File: src/sdlc_bit_pkg.sv
// package: constants and carrier types for the sdlc bit engine
`default_nettype none
package sdlc_bit_pkg;
	localparam logic [7:0]  FLAG_BYTE      = 8'h7E;
	localparam logic [15:0] FCS_PRESET     = 16'hFFFF;
	localparam logic [15:0] FCS_POLY_REFL  = 16'h8408;
	localparam logic [15:0] FCS_GOOD_RESID = 16'hF0B8;
	localparam int          ONES_STUFF     = 5;
	localparam int          ONES_ABORT     = 7;
	localparam logic [2:0]  SHUT_MAX       = 3'h7;
	localparam logic [31:0] AV_ADDR_CTRL   = 32'h0000_0000;
	localparam logic [31:0] AV_ADDR_STAT   = 32'h0000_0004;
	localparam logic [31:0] AV_ADDR_TXD    = 32'h0000_0008;
	localparam logic [31:0] AV_ADDR_RXD    = 32'h0000_000C;
	localparam logic [31:0] AV_ADDR_DIAG   = 32'h0000_0010;
	localparam int          CTRL_CHECK_OMIT  = 0;
	localparam int          CTRL_HEADER_OMIT = 1;
	localparam int          CTRL_AUTO_SELECT = 2;
	localparam int          CTRL_NRZI        = 3;
	localparam int          CTRL_TX_START    = 4;
	localparam int          CTRL_TX_END      = 5;
	localparam int          DIAG_DATA        = 0;
	localparam int          DIAG_ENABLE      = 1;
	localparam int          DIAG_TEST        = 2;
	typedef struct packed {
		logic        flag;
		logic        go_ahead;
		logic        early_ga;
		logic        abort;
		logic        shutoff;
		logic        fcs_err;
		logic        rx_byte;
		logic [1:0]  field;
	} rx_status_s;
	typedef enum logic [3:0] {
		TX_IDLE = 4'b0001,
		TX_FLAG = 4'b0010,
		TX_DATA = 4'b0100,
		TX_FCS  = 4'b1000
	} tx_state_e;
endpackage : sdlc_bit_pkg
`default_nettype wire

File: src/sdlc_bit_processor.sv
// sdlc bit engine: nrzi, shifting, zero stuffing, pattern detect, fcs, diagnostic loop
//Contract
//header layout picked from header-omit and auto-select bits
//check-omit set drops fcs; closing flag follows data
//data moves only in whole octets
//nrzi compares present bit with previous bit both ways
//shifter serialises tx bytes and assembles rx bytes
//zeros inserted on transmit, removed on receive
//stuff zero after five ones; drop zero after five ones (transmit stuffs none when five ones end just before a closing flag)
//flag and go-ahead patterns detected and reported
//abort run of ones flags the frame as aborted
//111110 detected as early go-ahead
//three-bit counter; eight zeros is shutoff
//any received one clears the shutoff counter
//fcs register preset to all ones before each calculation
//sixteen-bit fcs, polynomial x16+x12+x5+1
//fcs covers address, control, information; not flags
//fcs error raises no interrupt; cleared by next opening flag
//frame sequencing machine with cpu-visible registers
//software enters diagnostics by clearing diag enable bit
//diag data written feeds receiver; each write one clock pulse
//transmit output visible on diag enable bit per write
//test mode floats both diagnostic pins
`timescale 1ns/10ps
`default_nettype none
module sdlc_bit_processor (
	input  wire logic        i_clk_sys,
	input  wire logic        i_rst_n,
	input  wire logic [4:0]  i_avs_address,
	input  wire logic        i_avs_read,
	input  wire logic        i_avs_write,
	input  wire logic [31:0] i_avs_writedata,
	output logic [31:0]      o_avs_readdata,
	output logic             o_avs_waitrequest,
	input  wire logic        i_sclk,
	input  wire logic        i_rxd,
	output logic             o_txd,
	input  wire logic        i_diag_data_in,
	output logic             o_diag_data_out,
	output logic             o_diag_data_oe,
	input  wire logic        i_diag_enable_in,
	output logic             o_diag_enable_out,
	output logic             o_diag_enable_oe,
	output var sdlc_bit_pkg::rx_status_s o_rx_status
);
	import sdlc_bit_pkg::*;

	// link sampling: two flops before use
	logic [1:0] sclk_sync;
	logic [1:0] rxd_sync;
	logic       sclk_prev;
	always_ff @(posedge i_clk_sys or negedge i_rst_n) begin
		if (!i_rst_n) begin
			sclk_sync <= 2'h0;
			rxd_sync  <= 2'h3;
			sclk_prev <= 1'b0;
		end else begin
			sclk_sync <= {sclk_sync[0], i_sclk};
			rxd_sync  <= {rxd_sync[0], i_rxd};
			sclk_prev <= sclk_sync[1];
		end
	end

	// registers
	logic [5:0]  ctrl;
	logic [7:0]  tx_hold;
	logic        tx_hold_full;
	logic [7:0]  rx_hold;
	logic        diag_en_n;
	logic        diag_data;
	logic        diag_test;
	logic        diag_pulse;
	logic        rd_ack;
	logic        wr_ack;
	rx_status_s  rx_st;

	wire req       = i_avs_read | i_avs_write;
	wire [31:0] ba = {25'h0, i_avs_address, 2'h0};
	wire sel_ctrl  = ba == AV_ADDR_CTRL;
	wire sel_stat  = ba == AV_ADDR_STAT;
	wire sel_txd   = ba == AV_ADDR_TXD;
	wire sel_rxd   = ba == AV_ADDR_RXD;
	wire sel_diag  = ba == AV_ADDR_DIAG;
	wire wr_go     = i_avs_write & o_avs_waitrequest & ~wr_ack;
	wire rd_go     = i_avs_read & o_avs_waitrequest & ~rd_ack;
	wire diag_mode = ~diag_en_n;

	logic [31:0] next_rdata;
	always_comb begin
		next_rdata = 32'h0;
		if (sel_ctrl)      next_rdata = {26'h0, ctrl};
		else if (sel_stat) next_rdata = {22'h0, tx_hold_full, rx_st};
		else if (sel_txd)  next_rdata = {24'h0, tx_hold};
		else if (sel_rxd)  next_rdata = {24'h0, rx_hold};
		else if (sel_diag) next_rdata = {29'h0, diag_test, diag_en_n, diag_data};
	end

	// one wait cycle then ack; unmapped reads return zero, writes dropped
	always_ff @(posedge i_clk_sys or negedge i_rst_n) begin
		if (!i_rst_n) begin
			o_avs_waitrequest <= 1'b1;
			o_avs_readdata    <= 32'h0;
			rd_ack            <= 1'b0;
			wr_ack            <= 1'b0;
		end else begin
			rd_ack            <= rd_go;
			wr_ack            <= wr_go;
			o_avs_waitrequest <= ~((rd_go | wr_go) & req);
			if (rd_go)
				o_avs_readdata <= next_rdata;
		end
	end

	// link edges: real sclk outside diagnostics, port writes inside
	wire sclk_rise = diag_mode ? diag_pulse : (sclk_sync[1] & ~sclk_prev);
	wire sclk_fall = diag_mode ? diag_pulse : (~sclk_sync[1] & sclk_prev);
	wire line_in   = diag_mode ? diag_data : rxd_sync[1];

	// transmit path
	tx_state_e   tx_state;
	logic [7:0]  tx_shift;
	logic [2:0]  tx_bitcnt;
	logic [2:0]  tx_ones;
	logic [15:0] tx_fcs;
	logic        tx_fcs_hi;
	logic        tx_line;
	wire stuff_now = (tx_state == TX_DATA || tx_state == TX_FCS) && tx_ones == 3'(ONES_STUFF);
	wire tx_bit    = stuff_now ? 1'b0 : tx_shift[0];
	wire byte_done = ~stuff_now && tx_bitcnt == 3'h7;
	wire fcs_fb    = tx_fcs[0] ^ tx_bit;
	wire [15:0] tx_fcs_next = (tx_fcs >> 1) ^ (fcs_fb ? FCS_POLY_REFL : 16'h0);
	wire next_tx_line = ctrl[CTRL_NRZI] ? (tx_bit ? tx_line : ~tx_line) : tx_bit;

	always_ff @(posedge i_clk_sys or negedge i_rst_n) begin
		if (!i_rst_n) begin
			tx_state  <= TX_IDLE;
			tx_shift  <= FLAG_BYTE;
			tx_bitcnt <= 3'h0;
			tx_ones   <= 3'h0;
			tx_fcs    <= FCS_PRESET;
			tx_fcs_hi <= 1'b0;
			tx_line   <= 1'b1;
			o_txd     <= 1'b1;
		end else if (sclk_fall) begin
			tx_line <= next_tx_line;
			o_txd   <= next_tx_line;
			if (!stuff_now) tx_shift <= {1'b0, tx_shift[7:1]};
			tx_ones   <= (stuff_now || !tx_bit || tx_state == TX_FLAG) ? 3'h0 : tx_ones + 3'h1;
			tx_bitcnt <= stuff_now ? tx_bitcnt : tx_bitcnt + 3'h1;
			if (tx_state == TX_DATA && !stuff_now) tx_fcs <= tx_fcs_next;
			if (byte_done) begin
				case (tx_state)
					TX_IDLE: begin
						tx_shift <= FLAG_BYTE;
						if (ctrl[CTRL_TX_START]) tx_state <= TX_FLAG;
					end
					TX_FLAG: begin
						tx_fcs <= FCS_PRESET;
						if (tx_hold_full) begin
							tx_shift <= tx_hold;
							tx_state <= TX_DATA;
						end else begin
							tx_shift <= FLAG_BYTE;
							if (!ctrl[CTRL_TX_START]) tx_state <= TX_IDLE;
						end
					end
					TX_DATA: begin
						if (tx_hold_full) tx_shift <= tx_hold;
						else if (ctrl[CTRL_CHECK_OMIT]) begin
							tx_shift <= FLAG_BYTE;
							tx_state <= TX_FLAG;
						end else begin
							tx_shift  <= ~tx_fcs_next[7:0];
							tx_fcs_hi <= 1'b1;
							tx_state  <= TX_FCS;
						end
					end
					TX_FCS: begin
						tx_fcs_hi <= 1'b0;
						if (tx_fcs_hi) tx_shift <= ~tx_fcs[15:8];
						else begin
							tx_shift <= FLAG_BYTE;
							tx_state <= TX_FLAG;
						end
					end
					default: tx_state <= TX_IDLE;
				endcase
			end
			if (tx_state == TX_FCS && byte_done && tx_fcs_hi) tx_fcs <= tx_fcs_next;
		end
	end
	wire tx_take = sclk_fall && byte_done && tx_hold_full &&
		(tx_state == TX_DATA || tx_state == TX_FLAG);

	// receive path
	logic        rx_prev_line;
	logic [7:0]  rx_pat;
	logic [2:0]  rx_ones;
	logic [7:0]  rx_shift;
	logic [2:0]  rx_bitcnt;
	logic [2:0]  shut_cnt;
	logic        in_frame;
	logic [15:0] rx_fcs;
	logic [15:0] rx_fcs_byte;
	logic        rx_got_byte;
	logic [1:0]  rx_field;
	wire rx_bit   = ctrl[CTRL_NRZI] ? ~(line_in ^ rx_prev_line) : line_in;
	wire [7:0] pat_n = {rx_bit, rx_pat[7:1]};
	wire is_flag  = pat_n == FLAG_BYTE;
	wire is_ga    = pat_n[7:1] == 7'h7E && !is_flag;
	wire is_abort = rx_ones == 3'(ONES_ABORT - 1) && rx_bit;
	wire is_early = pat_n[7:2] == 6'h1F;
	wire del_zero = rx_ones == 3'(ONES_STUFF) && !rx_bit;
	wire rx_fb    = rx_fcs[0] ^ rx_bit;
	wire [15:0] rx_fcs_next = (rx_fcs >> 1) ^ (rx_fb ? FCS_POLY_REFL : 16'h0);
	wire rx_data_bit = in_frame && !del_zero && !is_flag && !is_abort;
	wire rx_byte_end = rx_data_bit && rx_bitcnt == 3'h7;
	// header layout: 0 none left, 1 control left, 2 address+control
	wire [1:0] hdr_len = !ctrl[CTRL_HEADER_OMIT] ? 2'h2 : (ctrl[CTRL_AUTO_SELECT] ? 2'h1 : 2'h0);

	always_ff @(posedge i_clk_sys or negedge i_rst_n) begin
		if (!i_rst_n) begin
			rx_prev_line <= 1'b1;
			rx_pat       <= 8'h0;
			rx_ones      <= 3'h0;
			rx_shift     <= 8'h0;
			rx_bitcnt    <= 3'h0;
			shut_cnt     <= 3'h0;
			in_frame     <= 1'b0;
			rx_fcs       <= FCS_PRESET;
			rx_fcs_byte  <= FCS_PRESET;
			rx_got_byte  <= 1'b0;
			rx_field     <= 2'h0;
			rx_st        <= '0;
			rx_hold      <= 8'h0;
		end else begin
			// pattern reports are one-cycle pulses, one per link bit
			rx_st.rx_byte  <= 1'b0;
			rx_st.flag     <= 1'b0;
			rx_st.go_ahead <= 1'b0;
			rx_st.early_ga <= 1'b0;
			rx_st.shutoff  <= 1'b0;
			if (sclk_rise) begin
				rx_prev_line <= line_in;
				rx_pat       <= pat_n;
				rx_ones      <= rx_bit ? ((rx_ones == 3'h7) ? rx_ones : rx_ones + 3'h1) : 3'h0;
				shut_cnt     <= rx_bit ? 3'h0 : shut_cnt + 3'h1;
				rx_st.shutoff  <= !rx_bit && shut_cnt == SHUT_MAX;
				rx_st.go_ahead <= is_ga;
				rx_st.early_ga <= is_early;
				rx_st.flag     <= is_flag;
				if (is_abort && in_frame) begin
					rx_st.abort <= 1'b1;
					in_frame    <= 1'b0;
					rx_got_byte <= 1'b0;
				end
				if (is_flag) begin
					// the flag's first seven bits already went through the shifter,
					// so the residue is taken from the last byte boundary
					if (rx_got_byte && rx_bitcnt == 3'h7 && !ctrl[CTRL_CHECK_OMIT])
						rx_st.fcs_err <= rx_fcs_byte != FCS_GOOD_RESID;
					else
						rx_st.fcs_err <= 1'b0;
					rx_got_byte <= 1'b0;
					in_frame    <= 1'b1;
					rx_st.abort <= 1'b0;
					rx_fcs      <= FCS_PRESET;
					rx_bitcnt   <= 3'h0;
					rx_field    <= 2'h0;
				end else if (rx_data_bit) begin
					rx_shift  <= {rx_bit, rx_shift[7:1]};
					rx_bitcnt <= rx_bitcnt + 3'h1;
					rx_fcs    <= rx_fcs_next;
					if (rx_byte_end) begin
						rx_hold       <= {rx_bit, rx_shift[7:1]};
						rx_fcs_byte   <= rx_fcs_next;
						rx_got_byte   <= 1'b1;
						rx_st.rx_byte <= 1'b1;
						if (rx_field != hdr_len) rx_field <= rx_field + 2'h1;
					end
				end
			end
			rx_st.field <= 2'(hdr_len - rx_field);
		end
	end

	// register writes; diag_pulse is one cycle per port write with the enable bit clear
	always_ff @(posedge i_clk_sys or negedge i_rst_n) begin
		if (!i_rst_n) begin
			ctrl         <= 6'h0;
			tx_hold      <= 8'h0;
			tx_hold_full <= 1'b0;
			diag_en_n    <= 1'b1;
			diag_data    <= 1'b1;
			diag_test    <= 1'b0;
			diag_pulse   <= 1'b0;
		end else begin
			diag_pulse <= wr_go && sel_diag && !i_avs_writedata[DIAG_ENABLE];
			if (wr_go && sel_ctrl) ctrl <= i_avs_writedata[5:0];
			if (wr_go && sel_diag) begin
				diag_data <= i_avs_writedata[DIAG_DATA];
				diag_en_n <= i_avs_writedata[DIAG_ENABLE];
				diag_test <= i_avs_writedata[DIAG_TEST];
			end
			if (wr_go && sel_txd && !tx_hold_full) begin
				tx_hold      <= i_avs_writedata[7:0];
				tx_hold_full <= 1'b1;
			end else if (tx_take)
				tx_hold_full <= 1'b0;
		end
	end

	// diagnostic pins: data pin quiet, enable pin echoes the line output
	always_ff @(posedge i_clk_sys or negedge i_rst_n) begin
		if (!i_rst_n) begin
			o_diag_data_out   <= 1'b0;
			o_diag_data_oe    <= 1'b0;
			o_diag_enable_out <= 1'b0;
			o_diag_enable_oe  <= 1'b0;
			o_rx_status       <= '0;
		end else begin
			o_diag_data_out   <= diag_data;
			o_diag_data_oe    <= 1'b0;
			o_diag_enable_out <= tx_line;
			o_diag_enable_oe  <= diag_mode && !diag_test;
			o_rx_status       <= rx_st;
		end
	end
endmodule : sdlc_bit_processor
`default_nettype wire

File: config.mk
export PLATFORM = sky130hd
export DESIGN_NAME = sdlc_bit_processor
export DESIGN_NICKNAME = d
export VERILOG_FILES = /design/src/sdlc_bit_pkg.sv /design/src/sdlc_bit_processor.sv
export SDC_FILE = /design/constraint.sdc
export NUM_CORES = 1
export LEC_CHECK = 0
export BUFFER_PORTS_ARGS = -buffer_cell sky130_fd_sc_hd__buf_2
export CORE_MARGIN = 1.5
export CORE_UTILIZATION = 29
export CTS_CLUSTER_DIAMETER = 40
export DETAILED_ROUTE_END_ITERATION = 8
export PLACE_DENSITY = 0.56
export SYNTH_ARGS = -nofsm -noshare
export SYNTH_HDL_FRONTEND = slang
export SYNTH_SLANG_ARGS = --single-unit
File: constraint.sdc
create_clock -name i_clk_sys -period 3.2 [get_ports i_clk_sys]
set_clock_uncertainty 0.2 [all_clocks]
set_input_delay 0.16 -clock i_clk_sys [delete_from_list [all_inputs] [get_ports i_clk_sys]]
set_output_delay 0.16 -clock i_clk_sys [all_outputs]
set_load 0.05 [all_outputs]
Word-level counts from Yosys, hierarchy flattened
Index checks and enable logic that the tools add are counted.

storage, ports and cells
  register bits after elaboration = 186
  output and inout bits = 47
  logic and storage cells = 234

cells by class
  add/sub/neg operators = 7
  eq/ne operators = 27
  multiplexer cells = 65
  bitwise operators = 26
  reductions and logical operators = 57

operator list
  operator                                                               number
  16-bit 2-to-1 mux                                                      8
  8-bit 2-to-1 mux                                                       8
  32-bit logical NOT                                                     1
  8-bit one-hot mux with 4 select lines                                  1
  15-bit by 16-bit bitwise XOR with 16-bit output                        2
  1-bit logical AND                                                      25
  1-bit 2-to-1 mux                                                       25
  4-bit 2-to-1 mux                                                       6
  3-bit equality test, second input constant                             7
  3-bit 2-to-1 mux                                                       7
  10-bit 2-to-1 mux                                                      2
  16-bit != test, second input constant                                  1
  8-bit inverter                                                         2
  4-bit one-hot mux with 4 select lines                                  1
  3-bit by 1-bit adder with 3-bit output, second input constant          5
  2-bit != test, second input constant                                   6
  2-bit AND reduction                                                    6
  2-bit nonzero test                                                     6
  5-bit by 2-bit equality test with 1-bit output, second input constant  2
  1-bit logical NOT                                                      10
  2-bit 2-to-1 mux                                                       5
  1-bit inverter                                                         10
  8-bit by 7-bit equality test with 1-bit output, second input constant  1
  4-bit AND reduction                                                    2
  other kinds (21)                                                       33

Logic depth before layout (Yosys ltp)
Gate-level depths: netlist of run 1.

  depth in word-level cells = 15
  depth in mapped cells = 8

Worst setup path before layout of run 1
OpenSTA, ideal clock, no wires.

  kind = register -> register
  start point = reg diag_en_n
  end point = reg rx_hold[0]
  setup time = 0.125 ns
  arrival = 2.142 ns
  data required time = 2.875 ns
  slack = 0.733 ns
  cell stages (with the launch flop) = 8
  path buffers = 2
  clock period less this slack = 2.467 ns
  path through = dfstp_2 -> mux2i_2 -> xnor2_1 -> buf_4 -> mux2_4 -> nand4_4 -> buf_6 -> mux2_4

on the way
  word-level cells in the longest chain between the ends = 12

ends and longest elaborated chain
  what                                                                                                     line                       text
  from (decl)                                                                                              sdlc_bit_processor.sv:69   logic diag_en_n;
  from (signal assigned)                                                                                   sdlc_bit_processor.sv:302  diag_en_n <= i_avs_writedata[DIAG_ENABLE];
  parallel branches: the longest is 11 deep, another holds 8-bit by 7-bit equality test with 1-bit output  n/a
  4-bit AND reduction (no line) *                                                                          n/a
  to (signal assigned)                                                                                     sdlc_bit_processor.sv:275  rx_hold <= {rx_bit, rx_shift[7:1]};
  to (decl)                                                                                                sdlc_bit_processor.sv:68   logic [7:0] rx_hold;

Every way passes the cells marked *.
A chain may end at the register's enable or synchronous reset.

Worst setup path after layout of run 1
  start point = reg diag_en_n
  end point = reg rx_hold[7]

on the way
  word-level cells in the longest chain between the ends = 12

ends and longest elaborated chain
  what
  parallel branches: the longest is 12 deep, another holds 8-bit by 7-bit equality test with 1-bit output

Parallel ways; which one is timed is not known.

==> flow_summary.yaml, run 1 <==
worst_setup_path:
  rrSetupSlack_ns: 0.25
  critical_path_at_ns: 3.06
  critical_path.cell_chain: "mux2i_2, xnor2_1, mux2_4, nand4_4, mux2_4"
  worstPathRequired_ns: 3.31
  regToRegEndpoint: "rx_hold[7]"
  crit_slowest_cell: "sky130_fd_sc_hd__dfstp_2"
  crit_path_max_fanout: 25
  reg2reg_depth: 5
  cp_slowest_stage_delay_ns: 0.60
  critPathCaptureType: "register"
  cell_seen_most_often_among_critical_path_stages: "sky130_fd_sc_hd__mux2_4"
  crit_start: "diag_en_n"
  crit_type: "register to register"
  crit_path_start_kind: "register"
  crit_end: "rx_hold[7]"
  timing.rr.start: "diag_en_n"
pwr:
  internal_power_uw: 3450
  sequentialPowerShare: 0.478
  net-switching-power_uw: 1380
  proportion_of_power_drawn_by_the_clock_network: 0.396
  p_per_area_nw_per_um2: 542
  power.combinational.fraction: 0.125
  p_sw_frac: 0.285
  power.leakage_uw: 0.00421
  irDropWorstVdd_v: 0.000319
logic_synthesis:
  synthAdderAreaFrac: 0.0211
  number_of_enable_flip_flop_cells_after_synthesis: 0
  avgSynthCellArea_um2: 11.0
  postSynth.asyncResetShare: 1.00
  netlist-cell-type-count: 61
  yosys.area_share.xor_xnor: 0.0170
  synth.ff_latch_count: 162
  synth_cells: 701
  synthSimpleGateAreaFrac: 0.152
  synth_compound_gate_area_share: 0.117
  postSynth.topFlopCell: "sky130_fd_sc_hd__dfrtp_1"
  mappedNetlistArea_um2: 7710
  ys_seq_area_frac: 0.536
  yosys_warnings: 0
  synth.mux.area_fraction: 0.103
  largest_family_of_logic_cells_by_synthesized_area: "simple AND/OR/NAND/NOR gates"
clock_tree:
  cts.path.max_buffers: 2
  h-tree-depth: 4
  cts_tree: "done"
  cts_made_buffers: 17
  cts.reportedPaths.clkPinSlew_ns: 0.06
  cts.sinks: 162
  post_cts_setup_bufs: 0
  clk-insertion-delay-late_ns: 0.43
  clock-root-buffer: "sky130_fd_sc_hd__clkbuf_16"
drt:
  detail_route.wirelength_um: 17300
  detail_route.drc_violations: 0
  vias: 5181
  drtPass1Iterations: 5
  avgRoutedWirePerCell_um: 15.6
  initial_drc_count: 342
  avgViaCountPerCell: 4.69
  antenna_left: 0
global_route:
  via_count_of_the_first_global_routing_pass: 4971
  grt_start_max_net_pins: 67
  grt_use_total: 0.130
  grt_first_pass_wirelength_um: 28200
  grt.overflow.total: 0
  grt_antenna_before_repair: 0
sta:
  final_period_minus_worst_setup_slack_ns: 2.95
  grt_setup_unrepaired: "false"
  timing.final.crit_share: 0.921
  setup_viol_count_final: 0
  timing.final.ws_setup_ns: 0.252
  final_hold_viol_count: 0
  setup_tns_ns: 0
  timing.final.max_slew_violations: 0
  timing.fmax_mhz: 339
  slew_headroom: 0.517
  tightest_slew_ns: 0.725
floorplanning:
  die_w_um: 166
  fp.dieH_um: 166
  io-pin-count: 92
  rows: 59
  die_area_um2: 27600
  floorplan.core_area_um2: 26100
  initial_core_util: 0.296
hold_path:
  timing.hold.worst.class: "input pin to register"
  min_delay_path_depth: 4
placement:
  dp_slack_ns: 0.265
  buffer_ports.inserted: 42
  routability_driven_placement_congestion_ratio: 0.813
  dp.final_hpwl_um: 12400
  place_inst: 1060
layout:
  layout.filler_cells: 2601
  final_nets: 814
  share_of_final_layout_standard_cells_stronger_than_drive_strength_1: 0.289
  most_common_cell_after_layout_fill_and_taps_aside: "sky130_fd_sc_hd__dfrtp_1"
  final_util: 0.342
  most-common-layout-cells: "sky130_fd_sc_hd__dfrtp_1, sky130_fd_sc_hd__nand2_1, sky130_fd_sc_hd__dfstp_2"
  multi_input_comb_area_um2: 3250
  area_growth_pct: 15.6
  register_area_um2: 4130
  n_antenna_cell: 0
  final_cells: 1104
job:
  max-cap-violations: 0
run_status:
  outcome: "finished, final reports clean"
[state kept, by name, indices dropped and copies added, names as in the netlist, 7 cells and up]
register and flops:
tx_shift 8, tx_hold 8, rx_fcs 16, o_rx_status 9, rx_fcs_byte 16, rx_pat 7
rx_st 9, o_avs_readdata 10, tx_fcs 16, rx_hold 8, rx_shift 7
[cell type report]
cell class,instances,area share
sequential,162,0.464
multi-input combinational,484,0.365
timing repair buffer,73,0.0552
clock buffer,20,0.0512
tap,335,0.0470
clock inverter,12,0.0107
inverter,18,0.00758
[layer usage]
metal	global-route usage	part of all wire	vias to the layer above
met4	0.0317	0.0093	0
met1	0.179	0.48	2565
li1	-	-	2541
met5	0	0	-
met2	0.204	0.48	64
met3	0.0338	0.030	11
[logic make-up (layout without fill, tap and decap cells)]
family          Yosys count  in the layout
mux                      64             64
other cells               1             23
flops                   162            162
fa+ha+maj                13             13
buf+inv                  77            123
simple gates            230            230
xor+xnor                 15             15
compound gates          139            139
[worst max-delay path, delay by kind of cell (launching register included)]
family | cells | cell delay [ns]
muxes | 3 | 1.17
DFF | 1 | 0.60
and+or+nand+nor | 1 | 0.50
xor gates and xnor gates | 1 | 0.35
[synth_stat cells (3+ instances only)]
cell type                   count  area [um^2]
sky130_fd_sc_hd__dfrtp_1      100         2500
sky130_fd_sc_hd__nand2_1       92          345
sky130_fd_sc_hd__dfstp_2       62         1630
sky130_fd_sc_hd__o21ai_0       49          245
sky130_fd_sc_hd__mux2_2        32          360
sky130_fd_sc_hd__nor2_1        32          120
sky130_fd_sc_hd__nand3_1       31          155
sky130_fd_sc_hd__a21oi_1       26          130
sky130_fd_sc_hd__clkbuf_1      25         93.8
sky130_fd_sc_hd__buf_4         24          180
sky130_fd_sc_hd__mux2_4        22          330
sky130_fd_sc_hd__inv_1         18         67.6
sky130_fd_sc_hd__ha_1          13          163
sky130_fd_sc_hd__nand2b_1      11         68.8
sky130_fd_sc_hd__mux2i_1        9         90.1
sky130_fd_sc_hd__xnor2_1        9         78.8
sky130_fd_sc_hd__a22oi_1        8         60.1
sky130_fd_sc_hd__nor2b_1        8         50.1
sky130_fd_sc_hd__a21o_1         7         52.6
sky130_fd_sc_hd__a22o_1         7         61.3
sky130_fd_sc_hd__buf_2          7         35.0
sky130_fd_sc_hd__nor3_1         7         35.0
sky130_fd_sc_hd__and2_1         6         37.5
sky130_fd_sc_hd__or4b_2         6         60.1
sky130_fd_sc_hd__xor2_1         6         52.6
sky130_fd_sc_hd__a221oi_1       5         43.8
sky130_fd_sc_hd__nand3b_1       5         37.5
sky130_fd_sc_hd__o22a_1         5         43.8
sky130_fd_sc_hd__o31ai_1        5         37.5
sky130_fd_sc_hd__a2bb2oi_1      4         35.0
sky130_fd_sc_hd__a32o_1         4         40.0
sky130_fd_sc_hd__nand4_1        4         25.0
sky130_fd_sc_hd__nor4b_1        4         35.0
sky130_fd_sc_hd__and3_1         3         18.8
sky130_fd_sc_hd__buf_6          3         33.8
sky130_fd_sc_hd__nor3b_1        3         22.5
sky130_fd_sc_hd__nor4bb_1       3         30.0
sky130_fd_sc_hd__o32ai_1        3         26.3
sky130_fd_sc_hd__or3_1          3         18.8
[power groups by stage]
stage	Clock [uW]	Combinational (uW)	Sequential (uW)
after floorplan	0	358	2400
after global placement	0	595	2340
after detailed placement	0	603	2340
after CTS	1970	616	2310
after global routing	2060	676	2330
final	1910	605	2310
[through the flow]
step / hold slack, ns / power, uW / instance area [um^2]
after floorplan: -0.336 / 2760 / 7790
after global placement: 0.00344 / 2930 / 8240
after detailed placement: -0.00277 / 2950 / 8240
after CTS: 0.0305 / 4890 / 8910
after global routing: 0.0620 / 5060 / 8910
final: 0.0453 / 4830 / 8910
[timing repair]
action / CTS / global route
hold buffers: 12 / 0
resized for setup: 0 / 0
hold endpoints to repair: 85 / 0
[worst min path at each step]
stage / from / endpoint / slack [ns]
2_1_floorplan: i_rst_n / ctrl[0] / -0.34
3_3_place_gp: i_rst_n / o_diag_enable_out / 0.003
3_5_place_dp: i_rst_n / o_diag_enable_out / -0.003
4_1_cts: i_avs_address[2] / o_avs_readdata[1] / 0.03
5_1_grt: i_avs_address[1] / o_avs_readdata[6] / 0.06
6_report: i_avs_address[2] / o_avs_readdata[0] / 0.05
Power figures use the tool's default switching activity.
==> run 2: changes to the inputs <==
--- a/config.mk
+++ b/config.mk
@@ -5,12 +5,13 @@
 export SDC_FILE = /design/constraint.sdc
 export NUM_CORES = 1
 export LEC_CHECK = 0
+export ABC_AREA = 1
 export BUFFER_PORTS_ARGS = -buffer_cell sky130_fd_sc_hd__buf_2
 export CORE_MARGIN = 1.5
 export CORE_UTILIZATION = 29
 export CTS_CLUSTER_DIAMETER = 40
 export DETAILED_ROUTE_END_ITERATION = 8
-export PLACE_DENSITY = 0.56
+export PLACE_DENSITY = 0.57
 export SYNTH_ARGS = -nofsm -noshare
 export SYNTH_HDL_FRONTEND = slang
 export SYNTH_SLANG_ARGS = --single-unit
==> run 2 against run 1 <==
Compared with the run above: register-to-register slack better by 0.42 ns; non-clock buffer count down 7; largest cell class unchanged; maximum frequency up 16%; combinational power up 63%; cell count up 13%; sequential share of layout area up 1.5 points; count of clock-buffer cells in the layout down 2; area after synthesis down 4.4%; die area down 4.3%; critical path type unchanged; routed wire length down 1.2%.
==> flow_summary.yaml, run 2 <==
logic_synthesis:
  netlist-cell-type-count: 40
  synth_cells: 837
  avgSynthCellArea_um2: 8.80
  postSynth.asyncResetShare: 1.00
  yosys_warnings: 0
  ys_seq_area_frac: 0.561
  synth_area_leaders: "sky130_fd_sc_hd__dfrtp_1, sky130_fd_sc_hd__dfstp_2, sky130_fd_sc_hd__nand2_1, sky130_fd_sc_hd__o21ai_0, sky130_fd_sc_hd__inv_1"
  synth_area_leader: "sky130_fd_sc_hd__dfrtp_1"
  synth_most_common_cell: "sky130_fd_sc_hd__nand2_1"
  synthDominantCellAreaShare: 0.340
  synth.ff_latch_count: 162
  mappedNetlistArea_um2: 7370
  synth_commonest_cells: "sky130_fd_sc_hd__nand2_1, sky130_fd_sc_hd__dfrtp_1, sky130_fd_sc_hd__inv_1, sky130_fd_sc_hd__o21ai_0, sky130_fd_sc_hd__dfstp_2"
  postSynth.topFlopCell: "sky130_fd_sc_hd__dfrtp_1"
  number_of_enable_flip_flop_cells_after_synthesis: 0
run_status:
  outcome: "finished, final reports clean"
global_route:
  grt_first_pass_wirelength_um: 28200
  grt_use_total: 0.137
  grt.overflow.total: 0
  via_count_of_the_first_global_routing_pass: 5508
  grt_start_max_net_pins: 69
  grt_antenna_before_repair: 0
worst_setup_path:
  critical_path.cell_chain: "inv_1, o211ai_1, nand2_2, nand2_1, nand3_2, nor2_1, inv_1, nand2_1, o21ai_0, o21ai_0"
  critical_path_at_ns: 2.68
  cp_slowest_stage_delay_ns: 0.47
  timing.critical_path.max_delay_family: "simple AND/OR/NAND/NOR gates"
  cp.buffers_inverters: 2
  critPathCaptureType: "register"
  worstPathRequired_ns: 3.35
  crit_type: "register to register"
  crit_path_max_fanout: 12
  crit_path_start_kind: "register"
  crit_slowest_cell: "sky130_fd_sc_hd__dfrtp_1"
clock_tree:
  clk-insertion-delay-late_ns: 0.43
  cts_made_buffers: 17
  cts.path.max_buffers: 2
  cts_tree: "done"
  cts.sinks: 162
  clock-root-buffer: "sky130_fd_sc_hd__clkbuf_16"
  cts_resized: 0
  cts.reportedPaths.clkPinSlew_ns: 0.07
  h-tree-depth: 4
drt:
  vias: 5538
  drtPass1Iterations: 5
  antenna_left: 0
  initial_drc_count: 333
  avgViaCountPerCell: 4.44
  detail_route.wirelength_um: 17100
  avgRoutedWirePerCell_um: 13.7
  detail_route.drc_violations: 0
layout:
  layout.filler_cells: 2652
  final_cells: 1246
  area_growth_pct: 17.1
  most-common-layout-cells: "sky130_fd_sc_hd__nand2_1, sky130_fd_sc_hd__dfrtp_1, sky130_fd_sc_hd__inv_1"
  largest_registers: "rx_fcs x16, rx_fcs_byte x16, tx_fcs x16"
  n_antenna_cell: 0
  most_common_cell_after_layout_fill_and_taps_aside: "sky130_fd_sc_hd__nand2_1"
  share_of_final_layout_standard_cells_stronger_than_drive_strength_1: 0.175
  final_nets: 961
sta:
  setup_viol_count_final: 0
  final_hold_viol_count: 0
  timing.final.crit_share: 0.791
  whs_ns: 0.0329
  tightest_slew_ns: 0.665
  final_period_minus_worst_setup_slack_ns: 2.53
  setup_tns_ns: 0
  timing.fmax_mhz: 395
  slew_headroom: 0.557
  grt_setup_unrepaired: "false"
  timing.final.max_slew_violations: 0
placement:
  buffer_ports.inserted: 42
  place_inst: 1199
  routability_driven_placement_congestion_ratio: 0.930
  dp.final_hpwl_um: 12500
pwr:
  irDropWorstVdd_v: 0.000325
  p_per_area_nw_per_um2: 643
  sequentialPowerShare: 0.454
  p_sw_frac: 0.326
  proportion_of_power_drawn_by_the_clock_network: 0.367
  internal_power_uw: 3740
  net-switching-power_uw: 1810
  power.leakage_uw: 0.00419
  power.combinational.fraction: 0.178
floorplanning:
  io-pin-count: 92
  die_area_um2: 26400
  die_w_um: 162
  initial_core_util: 0.294
  floorplan.core_area_um2: 25000
  rows: 58
  fp.dieH_um: 162
job:
  max-cap-violations: 0
hold_path:
  timing.hold.worst.class: "input pin to register"
==> run 2: area by class of cell <==
class / instances / area, um^2 / area share
clock inverters: 14 / 161 / 0.0187
repair buffers: 66 / 447 / 0.0517
multi-input cells: 556 / 2670 / 0.310
inverters: 100 / 378 / 0.0438
well taps: 330 / 413 / 0.0478
flip-flops and latches: 162 / 4130 / 0.479
clock buffers: 18 / 429 / 0.0497
==> run 2: stage by stage <==
stage	area (um^2)	power (uW)	util	setup slack, ns
6_report	8630	5550	0.345	0.668
3_5_place_dp	7890	3550	0.315	0.650
5_1_grt	8630	5860	0.345	0.407
2_1_floorplan	7450	3250	-	1.26
3_3_place_gp	7890	3520	0.315	0.693
4_1_cts	8630	5630	0.345	0.632
==> run 2: per-layer routing <==
metal / up-vias / share of wire / global-route usage
met5: - / 0 / 0
met1: 2618 / 0.46 / 0.177
li1: 2806 / - / -
met3: 13 / 0.029 / 0.0300
met2: 101 / 0.50 / 0.234
met4: 0 / 0.0085 / 0.0317
==> run 2: final timing paths <==
path	startpoint	to	slack (ns)	cells after the start
setup / recovery	ctrl[3]	rx_fcs[4]	0.67	10
hold / removal	i_avs_address[3]	diag_data	0.03	4
setup reg to reg	ctrl[3]	rx_fcs[4]	0.67	10
hold reg to reg	rxd_sync[0]	rxd_sync[1]	0.16	0
max in group asynchronous	i_rst_n	o_avs_waitrequest	1.79	3
min in group asynchronous	i_rst_n	tx_bitcnt[1]	0.11	2
==> run 2: timing repair <==
action | 4_1_cts | 5_1_grt
hold buffers | 15 | 0
endpoints found under the hold margin | 90 | 0
buffers inserted | 0 | 0
==> run 2: cells by family (layout without fill, tap and decap cells) <==
group	Yosys count	in the layout	share of synthesized area
adder cells (fa/ha/maj)	13	13	0.0221
XOR/XNOR	7	7	0.00832
buffers and inverters	141	198	0.0878
AND/OR/NAND/NOR	364	364	0.208
other	1	23	0.000509
flip-flops	162	162	0.561
AO/OA/AOI/OAI	149	149	0.113
==> run 2: power by group through the flow <==
stage | logic (uW) | registers, uW | clock network (uW)
floorplan | 558 | 2690 | 0
global placement | 973 | 2550 | 0
detailed placement | 991 | 2560 | 0
CTS | 1010 | 2530 | 2090
global route | 1120 | 2550 | 2180
finish | 989 | 2520 | 2040
==> run 2: worst reg2reg max path, delay by kind of cell, from the launching register on <==
family,cells,cell delay [ns]
AND/OR/NAND/NOR,5,0.94
flip-flops,1,0.47
AO/OA/AOI/OAI,3,0.46
buffers and inverters,2,0.38
